--- config.mk ---
export PLATFORM = sky130hd
export DESIGN_NAME = sacs_seq
export DESIGN_NICKNAME = d
export VERILOG_FILES = /design/src/sacs_pkg.sv /design/src/sacs_div_if.sv /design/src/sacs_div.sv /design/src/sacs_seq.sv
export SDC_FILE = /design/constraint.sdc
export NUM_CORES = 1
export LEC_CHECK = 0
export ABC_AREA = 1
export BUFFER_PORTS_ARGS = -buffer_cell sky130_fd_sc_hd__buf_2
export CORE_ASPECT_RATIO = 1.1
export CORE_MARGIN = 2
export CORE_UTILIZATION = 60
export CTS_CLUSTER_SIZE = 12
export DETAILED_ROUTE_END_ITERATION = 10
export PLACE_DENSITY = 0.83
export SLEW_MARGIN = 20
export SYNTH_ARGS = -nofsm -noshare
export SYNTH_HDL_FRONTEND = slang
export SYNTH_SLANG_ARGS = --single-unit
export TNS_END_PERCENT = 1
--- constraint.sdc ---
create_clock -name pclk -period 7 [get_ports pclk]
set_clock_uncertainty 0.2 [all_clocks]
set_input_delay 1.4 -clock pclk [delete_from_list [all_inputs] [get_ports pclk]]
set_output_delay 1.4 -clock pclk [all_outputs]
set_load 0.02 [all_outputs]
--- src/sacs_pkg.sv ---
// package: register map, field layout and timing constants of the sequencer
package sacs_pkg;
  // ----------------------------------------------------------------------
  // register byte offsets
  // ----------------------------------------------------------------------
  localparam logic [11:0] OFS_CTRL     = 12'h000;
  localparam logic [11:0] OFS_CMD      = 12'h004;
  localparam logic [11:0] OFS_SEL      = 12'h008;
  localparam logic [11:0] OFS_TIMING   = 12'h00C;
  localparam logic [11:0] OFS_INTEN    = 12'h010;
  localparam logic [11:0] OFS_FLAGS    = 12'h014;
  localparam logic [11:0] OFS_RESULT   = 12'h018;
  localparam logic [11:0] OFS_ACTIVE   = 12'h01C;
  localparam logic [11:0] OFS_DBG      = 12'h020;
  // ----------------------------------------------------------------------
  // field positions
  // ----------------------------------------------------------------------
  localparam int CTRL_EN_BIT    = 0;
  localparam int CTRL_RES_BIT   = 2;
  localparam int CTRL_CONT_BIT  = 1;
  localparam int CTRL_EVEN_BIT  = 3;
  localparam int CTRL_ACC_LSB   = 4;
  localparam int CTRL_DIV_LSB   = 8;
  localparam int SEL_CH_LSB     = 0;
  localparam int SEL_REF_LSB    = 8;
  localparam int TIM_DLY_LSB    = 0;
  localparam int TIM_LEN_LSB    = 8;
  // ----------------------------------------------------------------------
  // widths, reset values and timing counts
  // ----------------------------------------------------------------------
  localparam int RES_W  = 10;
  localparam int ACC_W  = 16;
  localparam int CH_W   = 4;
  localparam int REF_W  = 3;
  localparam int DIV_W  = 3;
  localparam int TIM_W  = 4;
  localparam logic [31:0] RST_ZERO = 32'h0000_0000;
  localparam logic [4:0] CONV_CYCLES  = 5'h0D;
  localparam logic [4:0] SH_CYCLE     = 5'h02;
  localparam logic [4:0] SAMPLE_BASE  = 5'h02;
  localparam int START_EXTRA = 2;
  // ----------------------------------------------------------------------
  // sequencer states
  // ----------------------------------------------------------------------
  typedef enum logic [1:0] {
    ST_IDLE  = 2'b00,
    ST_ARM   = 2'b01,
    ST_CONV  = 2'b10
  } sacs_state_t;
endpackage

--- src/sacs_div_if.sv ---
// interface: divider control and enable pulse between sequencer and divider
`timescale 1ns/1ps
interface sacs_div_if;
  logic                   run;
  logic [sacs_pkg::DIV_W-1:0] sel;
  logic                   tick;
  modport ctl (output run, output sel, input tick);
  modport div (input run, input sel, output tick);
endinterface

--- src/sacs_div.sv ---
// module: ADC clock divider producing one-cycle rising-edge enable pulses
`timescale 1ns/1ps
module sacs_div (
  // clock and reset
  input  wire logic pclk,
  input  wire logic presetn,
  // control
  sacs_div_if.div   dif
);
  // ----------------------------------------------------------------------
  // state
  // ----------------------------------------------------------------------
  typedef struct packed {
    logic [8:0] cnt;
    logic       tick;
  } sacs_div_st_t;
  sacs_div_st_t s_r;
  sacs_div_st_t s_nxt;
  logic [8:0] half;
  // ----------------------------------------------------------------------
  // divide by 2^(sel+1); rising edge of divided clock at half period
  // ----------------------------------------------------------------------
  always_comb begin
    half  = 9'(9'h001 << dif.sel);
    s_nxt = s_r;
    s_nxt.tick = 1'b0;
    if (!dif.run) begin
      s_nxt.cnt = 9'h000;
    end else begin
      s_nxt.cnt = 9'(s_r.cnt + 9'h001);
      if (s_r.cnt == 9'(half - 9'h001)) begin
        s_nxt.tick = 1'b1;
      end
      if (s_r.cnt == 9'(half + half - 9'h001)) begin
        s_nxt.cnt = 9'h000;
      end
    end
  end
  always_ff @(posedge pclk or negedge presetn) begin
    if (!presetn) begin
      s_r <= '0;
    end else begin
      s_r <= s_nxt;
    end
  end
  assign dif.tick = s_r.tick;
endmodule // sacs_div

--- src/sacs_seq.sv ---
// module: SAR converter sequencer with APB registers
//
// Chosen here: the APB interface to the registers and the register offsets.
`timescale 1ns/1ps
module sacs_seq (
  // clock and reset
  input  wire logic                        pclk,
  input  wire logic                        presetn,
  // apb slave
  input  wire logic                        psel,
  input  wire logic                        penable,
  input  wire logic                        pwrite,
  input  wire logic [11:0]                 paddr,
  input  wire logic [31:0]                 pwdata,
  output logic      [31:0]                 prdata,
  output logic                             pready,
  output logic                             pslverr,
  // event router and debug
  input  wire logic                        event_in,
  input  wire logic                        debug_halt,
  // analog core
  input  wire logic [sacs_pkg::RES_W-1:0]  core_data,
  output logic      [sacs_pkg::CH_W-1:0]   core_channel,
  output logic      [sacs_pkg::REF_W-1:0]  core_reference,
  output logic                             core_enable,
  output logic                             core_sample,
  output logic                             core_hold,
  output logic                             core_latch,
  // interrupt request
  output logic                             result_irq
);
  // ----------------------------------------------------------------------
  // state
  // ----------------------------------------------------------------------
  typedef struct packed {
    sacs_pkg::sacs_state_t             st;
    logic                              enable;
    logic                              continuous_mode;
    logic                              resolution_select;
    logic                              event_start_enable;
    logic [2:0]                        accumulation_count;
    logic [sacs_pkg::DIV_W-1:0]        clock_divider_select;
    logic [sacs_pkg::CH_W-1:0]         hold_channel;
    logic [sacs_pkg::REF_W-1:0]        hold_reference;
    logic [sacs_pkg::CH_W-1:0]         input_channel_select;
    logic [sacs_pkg::REF_W-1:0]        reference_select;
    logic [sacs_pkg::TIM_W-1:0]        sample_delay;
    logic [sacs_pkg::TIM_W-1:0]        sample_length;
    logic                              debug_run;
    logic                              start_conversion;
    logic                              result_ready;
    logic                              result_irq_en;
    logic [sacs_pkg::ACC_W-1:0]        result;
    logic [sacs_pkg::ACC_W-1:0]        acc;
    logic [6:0]                        samples;
    logic [5:0]                        phase;
    logic                              sample;
    logic                              hold;
    logic                              latch;
    logic                              irq;
    logic [31:0]                       rdata;
    logic                              ready;
    logic [2:0]                        ev_sync;
    logic                              ev_seen;
  } sacs_st_t;
  sacs_st_t s_r;
  sacs_st_t s_nxt;
  sacs_div_if dif ();
  logic       wr;
  logic       rd;
  logic       go;
  logic       ev_edge;
  logic [5:0] conv_len;
  logic [5:0] samp_end;
  logic [6:0] acc_target;
  // ----------------------------------------------------------------------
  // divider
  // ----------------------------------------------------------------------
  sacs_div u_div (
    .pclk    (pclk),
    .presetn (presetn),
    .dif     (dif.div)
  );
  // the divider only runs during a conversion so the start delay is fixed
  assign dif.run = s_r.enable && (s_r.st != sacs_pkg::ST_IDLE);
  assign dif.sel = s_r.clock_divider_select;
  // ----------------------------------------------------------------------
  // sequencing
  // ----------------------------------------------------------------------
  always_comb begin
    s_nxt      = s_r;
    wr         = psel && penable && pwrite && !s_r.ready;
    rd         = psel && penable && !pwrite && !s_r.ready;
    // debug halt freezes the divided-clock steps, not the registers
    // a tick still in flight after disabling must not strobe the core
    go         = dif.tick && s_r.enable
               && (!debug_halt || s_r.debug_run);
    // second and third stage agree high while the settled level was low
    ev_edge    = s_r.ev_sync[1] && s_r.ev_sync[2] && !s_r.ev_seen;
    conv_len   = 6'(sacs_pkg::CONV_CYCLES) + 6'(s_r.sample_delay)
               + 6'(s_r.sample_length);
    samp_end   = 6'(sacs_pkg::SAMPLE_BASE) + 6'(s_r.sample_delay)
               + 6'(s_r.sample_length);
    acc_target = 7'(7'h01 << s_r.accumulation_count);
    s_nxt.ev_sync = {s_r.ev_sync[1:0], event_in};
    if (s_r.ev_sync[1] == s_r.ev_sync[2]) begin
      s_nxt.ev_seen = s_r.ev_sync[2];
    end
    s_nxt.ready   = psel && penable && !s_r.ready;
    s_nxt.latch   = 1'b0;
    s_nxt.hold    = 1'b0;
    // holding register feeds active selection while idle
    if (s_r.st == sacs_pkg::ST_IDLE) begin
      s_nxt.input_channel_select = s_r.hold_channel;
      s_nxt.reference_select     = s_r.hold_reference;
    end
    // register writes
    if (wr) begin
      unique case (paddr)
        sacs_pkg::OFS_CTRL: begin
          s_nxt.enable             = pwdata[sacs_pkg::CTRL_EN_BIT];
          s_nxt.continuous_mode    = pwdata[sacs_pkg::CTRL_CONT_BIT];
          s_nxt.resolution_select  = pwdata[sacs_pkg::CTRL_RES_BIT];
          s_nxt.event_start_enable = pwdata[sacs_pkg::CTRL_EVEN_BIT];
          s_nxt.accumulation_count =
            pwdata[sacs_pkg::CTRL_ACC_LSB +: 3];
          s_nxt.clock_divider_select =
            pwdata[sacs_pkg::CTRL_DIV_LSB +: sacs_pkg::DIV_W];
        end
        sacs_pkg::OFS_CMD: begin
          if (pwdata[0]) begin
            s_nxt.start_conversion = 1'b1;
          end
        end
        sacs_pkg::OFS_SEL: begin
          s_nxt.hold_channel   = pwdata[sacs_pkg::SEL_CH_LSB +: sacs_pkg::CH_W];
          s_nxt.hold_reference =
            pwdata[sacs_pkg::SEL_REF_LSB +: sacs_pkg::REF_W];
        end
        sacs_pkg::OFS_TIMING: begin
          s_nxt.sample_delay  = pwdata[sacs_pkg::TIM_DLY_LSB +: sacs_pkg::TIM_W];
          s_nxt.sample_length = pwdata[sacs_pkg::TIM_LEN_LSB +: sacs_pkg::TIM_W];
        end
        sacs_pkg::OFS_INTEN: s_nxt.result_irq_en = pwdata[0];
        sacs_pkg::OFS_FLAGS: begin
          if (pwdata[0]) begin
            s_nxt.result_ready = 1'b0;
          end
        end
        sacs_pkg::OFS_DBG: s_nxt.debug_run = pwdata[0];
        default: begin
        end
      endcase
    end
    if (rd && paddr == sacs_pkg::OFS_RESULT) begin
      s_nxt.result_ready = 1'b0;
    end
    if (s_r.event_start_enable && ev_edge && s_r.enable) begin
      s_nxt.start_conversion = 1'b1;
    end
    // conversion sequence
    unique case (s_r.st)
      sacs_pkg::ST_IDLE: begin
        if (s_r.enable && s_r.start_conversion) begin
          s_nxt.st      = sacs_pkg::ST_ARM;
          s_nxt.acc     = '0;
          s_nxt.samples = 7'h00;
        end
      end
      sacs_pkg::ST_ARM: begin
        // first divided rising edge begins the conversion
        if (go) begin
          s_nxt.st     = sacs_pkg::ST_CONV;
          s_nxt.phase  = 6'h00;
          s_nxt.sample = 1'b1;
        end
      end
      sacs_pkg::ST_CONV: begin
        if (go) begin
          s_nxt.phase = 6'(s_r.phase + 6'h01);
          if (6'(s_r.phase + 6'h01) == 6'(sacs_pkg::SH_CYCLE)) begin
            s_nxt.hold = 1'b1;
          end
          if (6'(s_r.phase + 6'h01) == samp_end) begin
            s_nxt.sample = 1'b0;
          end
          // last divided cycle: let new selections through
          if (6'(s_r.phase + 6'h02) == conv_len) begin
            s_nxt.input_channel_select = s_r.hold_channel;
            s_nxt.reference_select     = s_r.hold_reference;
          end
          if (6'(s_r.phase + 6'h01) == conv_len) begin
            s_nxt.latch   = 1'b1;
            s_nxt.phase   = 6'h00;
            s_nxt.sample  = 1'b1;
            s_nxt.samples = 7'(s_r.samples + 7'h01);
            s_nxt.acc     = 16'(s_r.acc + 16'(core_data));
            if (7'(s_r.samples + 7'h01) == acc_target) begin
              // 10 bits right adjusted; accumulation widens it
              s_nxt.result       = 16'(s_r.acc + 16'(core_data));
              s_nxt.result_ready = 1'b1;
              s_nxt.acc          = '0;
              s_nxt.samples      = 7'h00;
              if (!s_r.continuous_mode) begin
                s_nxt.start_conversion = 1'b0;
                s_nxt.st               = sacs_pkg::ST_IDLE;
                s_nxt.sample           = 1'b0;
              end else if (!s_nxt.start_conversion) begin
                s_nxt.st     = sacs_pkg::ST_IDLE;
                s_nxt.sample = 1'b0;
              end
              // otherwise stay busy: next conversion, already-copied select
            end
          end
        end
      end
      default: s_nxt.st = sacs_pkg::ST_IDLE;
    endcase
    if (!s_r.enable) begin
      s_nxt.st               = sacs_pkg::ST_IDLE;
      s_nxt.sample           = 1'b0;
      s_nxt.start_conversion = s_nxt.start_conversion && s_r.enable;
    end
    s_nxt.irq = s_nxt.result_ready && s_nxt.result_irq_en;
    // read mux
    s_nxt.rdata = sacs_pkg::RST_ZERO;
    if (rd) begin
      unique case (paddr)
        sacs_pkg::OFS_CTRL: s_nxt.rdata = {20'h00000,
          1'b0, s_r.clock_divider_select, 1'b0, s_r.accumulation_count,
          s_r.event_start_enable, s_r.resolution_select,
          s_r.continuous_mode, s_r.enable};
        sacs_pkg::OFS_CMD:    s_nxt.rdata = {31'h0, s_r.start_conversion};
        sacs_pkg::OFS_SEL:    s_nxt.rdata = {21'h0, s_r.hold_reference,
                                             4'h0, s_r.hold_channel};
        sacs_pkg::OFS_TIMING: s_nxt.rdata = {20'h0, s_r.sample_length,
                                             4'h0, s_r.sample_delay};
        sacs_pkg::OFS_INTEN:  s_nxt.rdata = {31'h0, s_r.result_irq_en};
        sacs_pkg::OFS_FLAGS:  s_nxt.rdata = {31'h0, s_r.result_ready};
        sacs_pkg::OFS_RESULT: s_nxt.rdata = {16'h0, s_r.result};
        sacs_pkg::OFS_ACTIVE: s_nxt.rdata = {21'h0, s_r.reference_select,
                                             4'h0, s_r.input_channel_select};
        sacs_pkg::OFS_DBG:    s_nxt.rdata = {31'h0, s_r.debug_run};
        default:              s_nxt.rdata = sacs_pkg::RST_ZERO;
      endcase
    end
  end
  // ----------------------------------------------------------------------
  // registers
  // ----------------------------------------------------------------------
  always_ff @(posedge pclk or negedge presetn) begin
    if (!presetn) begin
      s_r <= '0;
    end else begin
      s_r <= s_nxt;
    end
  end
  // ----------------------------------------------------------------------
  // outputs
  // ----------------------------------------------------------------------
  assign prdata         = s_r.rdata;
  assign pready         = s_r.ready;
  assign pslverr        = 1'b0;
  assign core_channel   = s_r.input_channel_select;
  assign core_reference = s_r.reference_select;
  assign core_enable    = s_r.enable;
  assign core_sample    = s_r.sample;
  assign core_hold      = s_r.hold;
  assign core_latch     = s_r.latch;
  assign result_irq     = s_r.irq;
endmodule // sacs_seq

==> flow_metrics.env <==
export IMPL_outcome="complete, no violations"
export IMPL_number_of_vias_in_the_routed_layout=6379
export IMPL_total_switching_power_w=0.0003503
export IMPL_finalPower_w=0.001650
export IMPL_synthesis_area_um2=7402
export IMPL_tightestPinTransition_ns=0.9647
export IMPL_power_density_nw_per_um2=201.2
export IMPL_timing_hold_worst_start="s_nxt[2]$_DFF_PN0_"
export IMPL_synth_largest_area_cell="sky130_fd_sc_hd__dfrtp_1"
export IMPL_ys_top_cells_by_area="sky130_fd_sc_hd__dfrtp_1 40%, sky130_fd_sc_hd__nand2_1 14%, sky130_fd_sc_hd__inv_1 6.3%"
export IMPL_synthesized_area_fraction_occupied_by_ao_oa_aoi_and_oai_cells_pct=11.07
export IMPL_fillers=985
export IMPL_slew_headroom_pct=35.69
export IMPL_grt_pass1_wl_um=28450
export IMPL_path_delay_family="simple AND/OR/NAND/NOR gates"
export IMPL_number_of_clock_sinks=118
export IMPL_area_share_of_the_largest_cell_type_after_synthesis_pct=39.89
export IMPL_pre_cts_ws_ns=3.297
export IMPL_placement_io_buffers=68
export IMPL_layout_common_cells="272 x sky130_fd_sc_hd__nand2_1, 124 x sky130_fd_sc_hd__inv_1, 118 x sky130_fd_sc_hd__dfrtp_1, 76 x sky130_fd_sc_hd__nor2_1"
export IMPL_critical_path_class="input pin to register"
export IMPL_post_synthesis_share_of_cell_area_spent_on_xor_and_xnor_gates_pct=3.668
export IMPL_synth_top_family_by_area="simple AND/OR/NAND/NOR gates"
export IMPL_synth_mux_area_share_pct=0.1521
export IMPL_start_kind="input pin"
export IMPL_asyncSetResetFlopFracSynth_pct=100.0
export IMPL_synth_seq_cells=118
export IMPL_part_of_the_yosys_area_used_for_sequential_elements_pct=39.89
export IMPL_power_share_switching_pct=21.23
export IMPL_r2r_slack_ns=3.81
export IMPL_sequentialPowerShare_pct=41.6
export IMPL_tritoncts="built"
export IMPL_post_synth_num_cell_types=46
export IMPL_worst_setup_hold_path_clk_slew_ns=0.05
export IMPL_finalSetupViolations=0
export IMPL_postRouteAntennaNets=0
export IMPL_crit_path_end_kind="register"
export IMPL_count_of_tritonroute_iterations_in_the_first_routing_pass=5
export IMPL_whs_path_depth=0
export IMPL_finalNetCount=1111
export IMPL_placementRows=42
export IMPL_floorplan_die_area_um2=13240
export IMPL_path_max_fanout=12
export IMPL_worstPathRequired_ns=7.16
export IMPL_setup_tns_ns=0
export IMPL_finalHoldViolCount=0
export IMPL_core_um2=12030
export IMPL_final_cycle_share_pct=47.23
export IMPL_syn_instance_count=966
export IMPL_max_freq_ghz=0.3025
export IMPL_final_setup_worst_slack_ns=3.694
export IMPL_area_sequential_um2=2953
export IMPL_post_route_cells_drive_above_1_share_pct=14.40
export IMPL_cts_max_level=4
export IMPL_final_min_clock_period_ns=3.306
export IMPL_number_of_flops_mapped_to_enable_cells_by_yosys=0
export IMPL_global_route_overflow_total=0
export IMPL_timing_max_cap_violations=0
export IMPL_routed_wl_um=17410
export IMPL_dieHeight_um=120.5
export IMPL_gr_usage_all_layers_pct=28.24
export IMPL_drcViolationCount=0
export IMPL_cts_made_buffers=17
export IMPL_design_portCount=107
export IMPL_critical_path_slowest_cell="sky130_fd_sc_hd__nor2_1"
export IMPL_maxSlewViolCount=0
export IMPL_cts_hold_buf=0
export IMPL_rsz0062_at_grt="no"
export IMPL_place_congestion=0.9289
export IMPL_cts_repair_resized=0
export IMPL_crit_path_cell_trace="buf_2, nor2_1, nand2_1, nor2_1, nand3_1, nor2_1, inv_1, nand2_1, o21ai_1, inv_1, nand2_1, inv_1"
export IMPL_clockRootBuffer="sky130_fd_sc_hd__clkbuf_16"
export IMPL_clock_power_share_pct=54.9
export IMPL_grt_antenna_before_repair=0
export IMPL_placed_cells_incl_taps=1151
export IMPL_worst_r2r_startpoint="s_r[91]$_DFFE_PN0P_"
export IMPL_multi_input_comb_area_um2=3596
export IMPL_vias_in_the_first_global_route=6052
export IMPL_cts_max_path_buffers=2
export IMPL_reg2regPathDepth=16
export IMPL_dr_first_iter_drc_count=414
export IMPL_yosys_area_share_simple_pct=26.77
export IMPL_place_detailed_hpwl_um=12600
export IMPL_hold_path_end="s_nxt[3]$_DFF_PN0_"
export IMPL_synth_main_ff_cell="sky130_fd_sc_hd__dfrtp_1"
export IMPL_areaGrowthSynthToFinish_pct=10.78
export IMPL_p_int_w=0.001300
export IMPL_post_synth_cell_area_avg_um2=7.663
export IMPL_crit_path_max_incr_delay_ns=0.66
export IMPL_cp_buffers_inverters=4
export IMPL_worst_ir_drop_vdd_mv=0.1708
export IMPL_power_share_combinational_pct=3.5
export IMPL_reg2reg_to="s_r[69]$_DFFE_PN0P_"
export IMPL_crit_arrival_ns=3.46
export IMPL_layout_commonest_cell="sky130_fd_sc_hd__nand2_1"
export IMPL_post_synth_fa_ha_maj_area_fraction_pct=6.051
export IMPL_post_cts_repair_setup_buffers=0
export IMPL_worstSkewPairLatency_ns=0.42
export IMPL_insertedDiodeCount=0
export IMPL_final_cells=1182
export IMPL_leakage_nw=4.411
export IMPL_worstHoldPathType="register to register"
export IMPL_grt_max_degree=77
export IMPL_start_util_pct=61.51
export IMPL_drt_wirelength_per_cell_um=14.73
export IMPL_die_width_um=109.9
export IMPL_synthesis_yosys_warnings=0
export IMPL_avgViaCountPerCell=5.397
logic make-up after synthesis:
group,Yosys count
AO/OA/AOI/OAI,135
XOR/XNOR,31
adder cells (fa/ha/maj),34
buffers and inverters,187
flip-flops,118
multiplexers,1
other,1
AND/OR/NAND/NOR,459
registers in the layout, summed over array words and instances (netlist names), 2 cells and up:
register / cells
prdata: 16
s_r: 74
u_div.s_r: 9
core_reference: 3
dif.sel: 3
s_nxt: 2
core_channel: 4
power by group through the flow:
stage / Clock [W] / Sequential [W] / Combinational [W]
after CTS: 0.000907 / 0.000686 / 0.0000593
after global routing: 0.000942 / 0.000686 / 0.0000661
final: 0.000905 / 0.000686 / 0.0000585
after detailed placement: 0 / 0.000698 / 0.0000589
after global placement: 0 / 0.000698 / 0.0000575
after floorplan: 0 / 0.000698 / 0.0000331
through the flow:
step	hold slack, ns	area (µm²)	util [%]
after floorplan	0.1312	7462	-
after global placement	0.1411	7596	63.12
after detailed placement	0.1347	7596	63.12
after CTS	0.1460	8200	68.14
after global routing	0.1674	8200	68.14
final	0.1443	8200	68.14
synthesized netlist by cell type, drive strengths merged, types with 2 or more instances:
| master | count |
|---|---|
| a21boi | 3 |
| xnor2 | 7 |
| nand2 | 276 |
| dfrtp | 118 |
| clkbuf | 3 |
| ha | 31 |
| buf | 51 |
| o22ai | 13 |
| a211oi | 3 |
| xor2 | 24 |
| nand3b | 3 |
| nand3 | 71 |
| a21o | 4 |
| nor2 | 86 |
| inv | 132 |
| nand4 | 10 |
| a21oi | 22 |
| o21ai | 82 |
| a31oi | 2 |
| fa | 3 |
| o211ai | 2 |
| nor3 | 12 |
worst max-delay path by stage:
stage	from	end	slack [ns]	cells past startpoint
after floorplan	core_data[0]	s_r[62]$_DFFE_PN0P_	4.04	7
after global placement	paddr[11]	prdata[0]$_DFF_PN0_	3.32	12
after detailed placement	paddr[11]	prdata[1]$_DFF_PN0_	3.30	12
after CTS	paddr[11]	prdata[1]$_DFF_PN0_	3.73	12
after global routing	paddr[11]	prdata[9]$_DFF_PN0_	3.49	12
final	paddr[11]	prdata[9]$_DFF_PN0_	3.69	12
worst register-to-register path, stage by stage, from the launching register on:
cell                      delay [ns]
sky130_fd_sc_hd__dfrtp_1        0.38
sky130_fd_sc_hd__inv_1          0.09
sky130_fd_sc_hd__ha_1           0.33
sky130_fd_sc_hd__ha_1           0.19
sky130_fd_sc_hd__inv_1          0.06
sky130_fd_sc_hd__fa_1           0.38
sky130_fd_sc_hd__inv_1          0.06
sky130_fd_sc_hd__nand2_1        0.05
sky130_fd_sc_hd__nand2_1        0.06
sky130_fd_sc_hd__nand2_1        0.09
sky130_fd_sc_hd__inv_1          0.13
sky130_fd_sc_hd__nand3_2        0.11
sky130_fd_sc_hd__nand3_1        0.11
sky130_fd_sc_hd__nor2_2         0.06
sky130_fd_sc_hd__o21ai_4        0.44
sky130_fd_sc_hd__inv_2          0.18
sky130_fd_sc_hd__o21ai_0        0.18
final cells by class:
| type | instances | share of cell area, % |
|---|---|---|
| Tap cell | 154 | 2.350 |
| Multi-Input combinational cell | 677 | 43.85 |
| Timing Repair Buffer | 69 | 4.272 |
| Inverter | 133 | 6.149 |
| Clock inverter | 10 | 1.877 |
| Sequential cell | 118 | 36.01 |
| Clock buffer | 21 | 5.493 |
metal layers:
metal  up-vias  wire [µm]  track usage (%)
li1       3120          -                -
met1      2991       7047            36.05
met2       231       8686            46.28
met3        37       1196            6.415
met4         0        480            11.08
met5         -          0                0
Power figures use the tool's default switching activity.
